$ cat src/rtl/ipr_pkg.sv
// Package with register map, field layout and reset values of the priority bank
// What this block does
// RQ1: Each source has a 3-bit read/write priority field; seven is the highest level.
// RQ2: Code one is lowest enabled level; codes two to six map to levels two to six.
// RQ3: Code zero disables the source so it never competes for service; this block does not decode code zero, only passes it on.
// RQ4: Bits outside the priority fields are unimplemented and read as zero.
// RQ5: Reset loads binary 100, level four, into every priority field.
// RQ6: First register holds UART1 receive priority in bits 14 to 12.
// RQ7: First register holds SPI1 event priority in bits 10 to 8.
// RQ8: First register holds SPI1 error priority in bits 6 to 4.
// RQ9: First register holds Timer3 priority in bits 2 to 0.
// RQ10: Second register holds DMA channel 1 priority in bits 10 to 8; 15-11 unused.
// RQ11: Second register holds ADC1 done priority in bits 6 to 4.
// RQ12: Second register holds UART1 transmit priority in bits 2 to 0.
// RQ13: Third register holds pin change priority in bits 14 to 12.
// RQ14: Third register holds comparator priority in bits 10 to 8.
// RQ15: Third register holds I2C1 master in bits 6-4, slave in bits 2-0.
// RQ16: Fourth register holds capture channel 8 priority in bits 14 to 12.
// RQ17: Fourth register holds capture channel 7 priority in bits 10 to 8.
// RQ18: Fourth register holds external interrupt 1 in bits 2-0; bits 7-3 unused.
// RQ19: Writes to unimplemented bits are ignored; only implemented fields update.
// RQ20: Every priority field drives its own continuous 3-bit output.
package ipr_pkg;
    // ****************************************
    // Register map
    // ****************************************
    localparam logic [3:0] IPR_OFS_CTRL2 = 4'h0;
    localparam logic [3:0] IPR_OFS_CTRL3 = 4'h4;
    localparam logic [3:0] IPR_OFS_CTRL4 = 4'h8;
    localparam logic [3:0] IPR_OFS_CTRL5 = 4'hC;
    // ****************************************
    // Field layout and reset
    // ****************************************
    localparam int IPR_POS_F3 = 12;
    localparam int IPR_POS_F2 = 8;
    localparam int IPR_POS_F1 = 4;
    localparam int IPR_POS_F0 = 0;
    localparam logic [15:0] IPR_MASK_CTRL2 = 16'h7777;
    localparam logic [15:0] IPR_MASK_CTRL3 = 16'h0777;
    localparam logic [15:0] IPR_MASK_CTRL4 = 16'h7777;
    localparam logic [15:0] IPR_MASK_CTRL5 = 16'h7707;
    localparam logic [2:0] IPR_PRIO_RESET = 3'h4;
    localparam logic [2:0] IPR_PRIO_OFF = 3'h0;
    localparam logic [1:0] IPR_HTRANS_NONSEQ = 2'h2;
    localparam logic [2:0] IPR_HSIZE_WORD = 3'h2;
endpackage

$ cat src/rtl/ipr_priority_bank.sv
// Four priority control registers behind an AHB-Lite slave
//
// The implementer's own choices: register access over AHB-Lite and the register addresses.
`timescale 1ns/1ps
module ipr_priority_bank (
    input wire logic sys_clk,
    input wire logic rst,
    input wire logic clkEn,
    input wire logic hsel,
    input wire logic [31:0] haddr,
    input wire logic [1:0] htrans,
    input wire logic hwrite,
    input wire logic [2:0] hsize,
    input wire logic [31:0] hwdata,
    input wire logic hready,
    output logic [31:0] hrdata,
    output logic hreadyout,
    output logic hresp,
    output logic [2:0] uart1_rx_prio,
    output logic [2:0] spi1_event_prio,
    output logic [2:0] spi1_error_prio,
    output logic [2:0] timer3_prio,
    output logic [2:0] dma_ch1_done_prio,
    output logic [2:0] adc1_done_prio,
    output logic [2:0] uart1_tx_prio,
    output logic [2:0] pin_change_prio,
    output logic [2:0] comparator_prio,
    output logic [2:0] i2c1_master_prio,
    output logic [2:0] i2c1_slave_prio,
    output logic [2:0] capture_ch8_prio,
    output logic [2:0] capture_ch7_prio,
    output logic [2:0] ext_irq1_prio
);
    // ****************************************
    // Register storage
    // ****************************************
    logic [15:0] prioReg [4];
    logic wrPending;
    logic [1:0] wrIndex;
    logic takeXfer;
    logic mappedAddr;
    logic [15:0] next_rdWord;

    function automatic logic [15:0] ipr_mask_of(input logic [1:0] idx);
        logic [15:0] m;
        m = ipr_pkg::IPR_MASK_CTRL2;
        if (idx == 2'h1) begin
            m = ipr_pkg::IPR_MASK_CTRL3;
        end else if (idx == 2'h2) begin
            m = ipr_pkg::IPR_MASK_CTRL4;
        end else if (idx == 2'h3) begin
            m = ipr_pkg::IPR_MASK_CTRL5;
        end
        return m;
    endfunction

    function automatic logic [15:0] ipr_reset_of(input logic [1:0] idx);
        logic [15:0] r;
        r = {4{1'b0, ipr_pkg::IPR_PRIO_RESET}} & ipr_mask_of(idx);
        return r;
    endfunction

    // ****************************************
    // Bus slave
    // ****************************************
    // Single-word transfers only; every access answers with zero wait states
    assign hreadyout = 1'b1;
    assign hresp = 1'b0;
    assign takeXfer = hsel && hready && (htrans == ipr_pkg::IPR_HTRANS_NONSEQ);
    assign mappedAddr = (haddr[31:4] == 28'h0000000) && (haddr[1:0] == 2'h0);

    always_comb begin
        next_rdWord = 16'h0000;
        if (!mappedAddr) begin
            next_rdWord = 16'h0000;
        end else if (haddr[3:0] == ipr_pkg::IPR_OFS_CTRL2) begin
            next_rdWord = prioReg[0];
        end else if (haddr[3:0] == ipr_pkg::IPR_OFS_CTRL3) begin
            next_rdWord = prioReg[1];
        end else if (haddr[3:0] == ipr_pkg::IPR_OFS_CTRL4) begin
            next_rdWord = prioReg[2];
        end else if (haddr[3:0] == ipr_pkg::IPR_OFS_CTRL5) begin
            next_rdWord = prioReg[3];
        end
    end

    always_ff @(posedge sys_clk) begin
        if (rst) begin
            wrPending <= 1'b0;
            wrIndex <= 2'h0;
        end else if (clkEn) begin
            wrPending <= takeXfer && hwrite && mappedAddr;
            wrIndex <= haddr[3:2];
        end
    end

    // Read data is registered in the address phase; unmapped reads give zero
    always_ff @(posedge sys_clk) begin
        if (rst) begin
            hrdata <= 32'h00000000;
        end else if (clkEn && takeXfer && !hwrite) begin
            hrdata <= {16'h0000, next_rdWord}; // [RQ4]
        end
    end

    // ****************************************
    // Priority registers
    // ****************************************
    for (genvar i = 0; i < 4; i++) begin : g_reg
        always_ff @(posedge sys_clk) begin
            if (rst) begin
                prioReg[i] <= ipr_reset_of(2'(i)); // [RQ5]
            end else if (clkEn && wrPending && wrIndex == 2'(i)) begin
                prioReg[i] <= hwdata[15:0] & ipr_mask_of(2'(i)); // [RQ19] [RQ4] [RQ1]
            end
        end
    end

    // ****************************************
    // Per-source outputs
    // ****************************************
    // Codes pass straight through: 0 off, 1..7 levels; code 0 is not decoded here, only passed on
    assign uart1_rx_prio = prioReg[0][ipr_pkg::IPR_POS_F3 +: 3]; // [RQ6] [RQ20] [RQ2] [RQ3]
    assign spi1_event_prio = prioReg[0][ipr_pkg::IPR_POS_F2 +: 3]; // [RQ7]
    assign spi1_error_prio = prioReg[0][ipr_pkg::IPR_POS_F1 +: 3]; // [RQ8]
    assign timer3_prio = prioReg[0][ipr_pkg::IPR_POS_F0 +: 3]; // [RQ9]
    assign dma_ch1_done_prio = prioReg[1][ipr_pkg::IPR_POS_F2 +: 3]; // [RQ10]
    assign adc1_done_prio = prioReg[1][ipr_pkg::IPR_POS_F1 +: 3]; // [RQ11]
    assign uart1_tx_prio = prioReg[1][ipr_pkg::IPR_POS_F0 +: 3]; // [RQ12]
    assign pin_change_prio = prioReg[2][ipr_pkg::IPR_POS_F3 +: 3]; // [RQ13]
    assign comparator_prio = prioReg[2][ipr_pkg::IPR_POS_F2 +: 3]; // [RQ14]
    assign i2c1_master_prio = prioReg[2][ipr_pkg::IPR_POS_F1 +: 3]; // [RQ15]
    assign i2c1_slave_prio = prioReg[2][ipr_pkg::IPR_POS_F0 +: 3]; // [RQ15]
    assign capture_ch8_prio = prioReg[3][ipr_pkg::IPR_POS_F3 +: 3]; // [RQ16]
    assign capture_ch7_prio = prioReg[3][ipr_pkg::IPR_POS_F2 +: 3]; // [RQ17]
    assign ext_irq1_prio = prioReg[3][ipr_pkg::IPR_POS_F0 +: 3]; // [RQ18]

    // ****************************************
    // Decoded hits for the checks
    // ****************************************
    // Check-only decode; keeps every property on one register and one bus phase
    logic [3:0] rdHit;
    logic [3:0] wrHit;
    assign rdHit[0] = clkEn && takeXfer && !hwrite && mappedAddr && haddr[3:0] == ipr_pkg::IPR_OFS_CTRL2;
    assign rdHit[1] = clkEn && takeXfer && !hwrite && mappedAddr && haddr[3:0] == ipr_pkg::IPR_OFS_CTRL3;
    assign rdHit[2] = clkEn && takeXfer && !hwrite && mappedAddr && haddr[3:0] == ipr_pkg::IPR_OFS_CTRL4;
    assign rdHit[3] = clkEn && takeXfer && !hwrite && mappedAddr && haddr[3:0] == ipr_pkg::IPR_OFS_CTRL5;
    assign wrHit[0] = clkEn && wrPending && wrIndex == 2'h0;
    assign wrHit[1] = clkEn && wrPending && wrIndex == 2'h1;
    assign wrHit[2] = clkEn && wrPending && wrIndex == 2'h2;
    assign wrHit[3] = clkEn && wrPending && wrIndex == 2'h3;
endmodule

$ cat config.mk
export PLATFORM = sky130hd
export DESIGN_NAME = ipr_priority_bank
export DESIGN_NICKNAME = d
export VERILOG_FILES = /design/src/rtl/ipr_pkg.sv /design/src/rtl/ipr_priority_bank.sv
export SDC_FILE = /design/constraint.sdc
export NUM_CORES = 1
export LEC_CHECK = 0
export BUFFER_PORTS_ARGS = -buffer_cell sky130_fd_sc_hd__buf_2
export CAP_MARGIN = 0
export CORE_ASPECT_RATIO = 1.5
export CORE_MARGIN = 3
export CORE_UTILIZATION = 25
export CTS_BUF_LIST = sky130_fd_sc_hd__clkbuf_16
export DETAILED_ROUTE_END_ITERATION = 7
export SYNTH_ARGS = -nofsm -noshare
export SYNTH_HDL_FRONTEND = slang
export SYNTH_SLANG_ARGS = --single-unit
$ cat constraint.sdc
create_clock -name sys_clk -period 1.7 [get_ports sys_clk]
set_clock_uncertainty 0.05 [all_clocks]
set_input_delay 0.255 -clock sys_clk [delete_from_list [all_inputs] [get_ports sys_clk]]
set_output_delay 0.255 -clock sys_clk [all_outputs]
set_load 0.02 [all_outputs]
==> summary.json <==
{
  "crit_arrival_ns": 1.37,
  "ir_worst_vdd_mv": 0.4621,
  "first_global_vias": 2235,
  "place_worst_setup_slack_ns": 0.05567,
  "post_synth_main_area_contributors": "edfxtp_1 45%, dfxtp_1 11%, buf_4 6.5%, and2_1 6.3%, mux2i_1 4.7%",
  "drc": 0,
  "postSynth.asyncResetShare": 0,
  "synth_top_cell_by_area": "edfxtp_1",
  "reg2reg_from": "wrPending$_SDFFE_PP0P_",
  "tritoncts_clock_tree": "done",
  "cp_slowest_stage_delay_ns": 0.41,
  "design_power_total_mw": 3.353,
  "fin_util": 0.3502,
  "p_leak_nw": 1.542,
  "powerDensity_nw_per_um2": 894.4,
  "design.die.area_um2": 12430,
  "layout_min_cycle_time_ns": 1.399,
  "grt_antenna_before_repair": 0,
  "buffer_ports.inserted": 105,
  "number_of_cells_on_the_critical_path": 3,
  "adder_cell_area_share_of_the_yosys_netlist": 0,
  "cp-start-kind": "flip-flop",
  "cts_repair_resize_count": 0,
  "cap_violations": 0,
  "synth_simple_gate_area_frac": 0.2055,
  "dominant_combinational_cell_family_by_area_after_synthesis": "simple AND/OR/NAND/NOR gates",
  "boundaryPins": 151,
  "rsz0062_at_grt": "no",
  "detail_route.wl_per_cell_um": 15.76,
  "synth_top_flop_cell": "edfxtp_1",
  "yosys.area_share.xor_xnor": 0,
  "final_common_cell": "buf_2",
  "worstHoldPathType": "in2reg",
  "synth-seq-area-share": 0.5624,
  "timing.rr.end": "prioReg[2][4]$_SDFFCE_PN0P_",
  "synth_edf_count": 42,
  "drt.antenna.violating_nets": 0,
  "floorplan_row_count": 46,
  "timing.hold.ws_ns": 0.1777,
  "finish.instance_area_um2": 3749,
  "place.detailed.hpwl_mm": 6.316,
  "worst-r2r-setup-slack_ns": 0.30,
  "cts_post_setup_buffers_inserted": 0,
  "fp.coreArea_um2": 10710,
  "gpl.final_weighted_congestion": 0.7692,
  "max_freq_ghz": 0.7150,
  "commonest_non_fill_non_tap_cells_in_the_layout": "105 x buf_2, 42 x edfxtp_1, 28 x and2_1",
  "crit_chain": "nand4b_1 > nand2b_1 > buf_4",
  "detail_route.iter0.violations": 77,
  "num-fill-cells": 1133,
  "routed-via-count": 2158,
  "track_usage": 0.1283,
  "chipWidth_um": 92.05,
  "drive_above_1_share": 0.4209,
  "multiplexer_fraction_of_the_synthesized_cell_area": 0.07526,
  "synth.lib_cells_used.distinct": 32,
  "placed_area_um2": 3495,
  "yosys.area.top_type_share": 0.4543,
  "drv_slew": 0,
  "drtPass1Iterations": 4,
  "critical_path.endpoint_type": "flip-flop",
  "die_h_um": 135.1,
  "synth_compound_area_frac": 0.07075,
  "cp.required_ns": 1.67,
  "synth_cells": 225,
  "setup_viol_count_final": 0,
  "finalCritPeriodShare": 0.8228,
  "cts_made_buffers": 9,
  "synth_area_um2": 2776,
  "startpoint": "wrPending$_SDFFE_PP0P_",
  "yosys_register_bits": 57,
  "run_status": "complete, no violations",
  "setup_ws_ns": 0.3013,
  "yosys_warnings": 0,
  "area_delta_synth_final_pct": 35.02,
  "design.final.nets": 424,
  "place_inst": 482,
  "cts-hold-fix-buffers": 0,
  "maximum_number_of_pins_on_one_net_before_global_route_repair": 17,
  "initial_utilization": 0.2594,
  "path_max_fanout": 6,
  "cts_root_buf": "clkbuf_16",
  "global_route_wire_length_before_repair_mm": 12.01,
  "critical_path.endpoint": "prioReg[2][4]$_SDFFCE_PN0P_",
  "htree_num_levels": 3,
  "syn_area_per_cell_um2": 12.34,
  "clock_tree.buffer_depth": 2,
  "final_cell_count_no_fill": 498,
  "insertedDiodeCount": 0,
  "totalNegativeSetupSlack_ns": 0,
  "clock_latency_ns": 0.32,
  "cts.sink_count": 57,
  "hold_path_cell_cnt": 2,
  "timing.final.hold_violations": 0,
  "critPathTopFamily": "simple AND/OR/NAND/NOR gates",
  "startpoint_to_endpoint_class_of_the_critical_path": "reg2reg",
  "overall_routed_net_length_mm": 7.848,
  "crit_buf_inv": 1,
  "reg2regPathDepth": 3,
  "cts.reportedPaths.clkPinSlew_ns": 0.05,
  "cpMaxStageDelayCell": "dfxtp_1",
  "vias_per_cell": 4.333,
  "grt_overflow": 0
}
[registers in the layout, summed over array words and instances (netlist names)]
name       flops
hrdata        12
wrIndex        2
prioReg       42
wrPending      1
[per-layer routing]
metal	track usage	routed length (um)	vias to the layer above
li1	-	-	1035
met1	0.1301	2841	1025
met2	0.2297	4177	89
met3	0.04682	702	9
met4	0.06446	127	0
met5	0	0	-
[cells by family (layout without fill, tap and decap cells)]
group | Yosys count | in the layout
and+or+nand+nor | 88 | 88
AOI/OAI and AO/OA | 25 | 25
DFF | 57 | 57
buffers and inverters | 35 | 144
other | 2 | 22
muxes | 18 | 18
[cell type report]
| class | instances | area (um^2) | share of cell area |
|---|---|---|---|
| well taps | 144 | 180.2 | 0.04806 |
| inverters | 1 | 3.754 | 0.001001 |
| clock inverters | 7 | 28.78 | 0.007677 |
| multi-input cells | 153 | 1059 | 0.2824 |
| flip-flops and latches | 57 | 1562 | 0.4166 |
| repair buffers | 127 | 690.7 | 0.1842 |
| clock buffers | 9 | 225.2 | 0.06008 |
[power breakdown]
part           leakage, nW  switching (mW)  internal (mW)
combinational        0.906           0.194          0.117
sequential           0.505          0.0153           1.52
clock                0.130           0.559          0.949
total                 1.54           0.769           2.58
[worst min path at each step]
stage	from	end
floorplan	hwdata[14]	prioReg[0][11]$_SDFFCE_PN1P_
global placement	hrdata[9]$_SDFFE_PP0P_	hrdata[9]$_SDFFE_PP0P_
detailed placement	hrdata[8]$_SDFFE_PP0P_	hrdata[8]$_SDFFE_PP0P_
CTS	hwdata[14]	prioReg[3][11]$_SDFFCE_PN1P_
global route	hwdata[2]	prioReg[1][2]$_SDFFCE_PN1P_
finish	hwdata[2]	prioReg[2][2]$_SDFFCE_PN1P_
[worst register-to-register path: stages, from the launching register on]
cell and delay, ns:
dfxtp_1 0.41, nand4b_1 0.27, nand2b_1 0.19, buf_4 0.18
[synth_stat cells, types with 2 or more instances]
| library cell | instances |
|---|---|
| edfxtp_1 | 42 |
| and2_1 | 28 |
| buf_4 | 24 |
| dfxtp_1 | 15 |
| mux2i_1 | 13 |
| nand2b_1 | 11 |
| nor2_1 | 11 |
| a22oi_1 | 7 |
| clkbuf_1 | 7 |
| nand3b_1 | 7 |
| or3_1 | 7 |
| a32o_1 | 6 |
| o31ai_1 | 6 |
| nor4_2 | 5 |
| nor2b_1 | 4 |
| a21oi_1 | 3 |
| mux2_2 | 3 |
| nand4_1 | 3 |
| nor4_1 | 3 |
| buf_2 | 2 |
| conb_1 | 2 |
| mux4_2 | 2 |
| nand4b_1 | 2 |
| nor3_1 | 2 |
| o21bai_1 | 2 |
| or2_1 | 2 |
(Power assumes the default switching activity.)
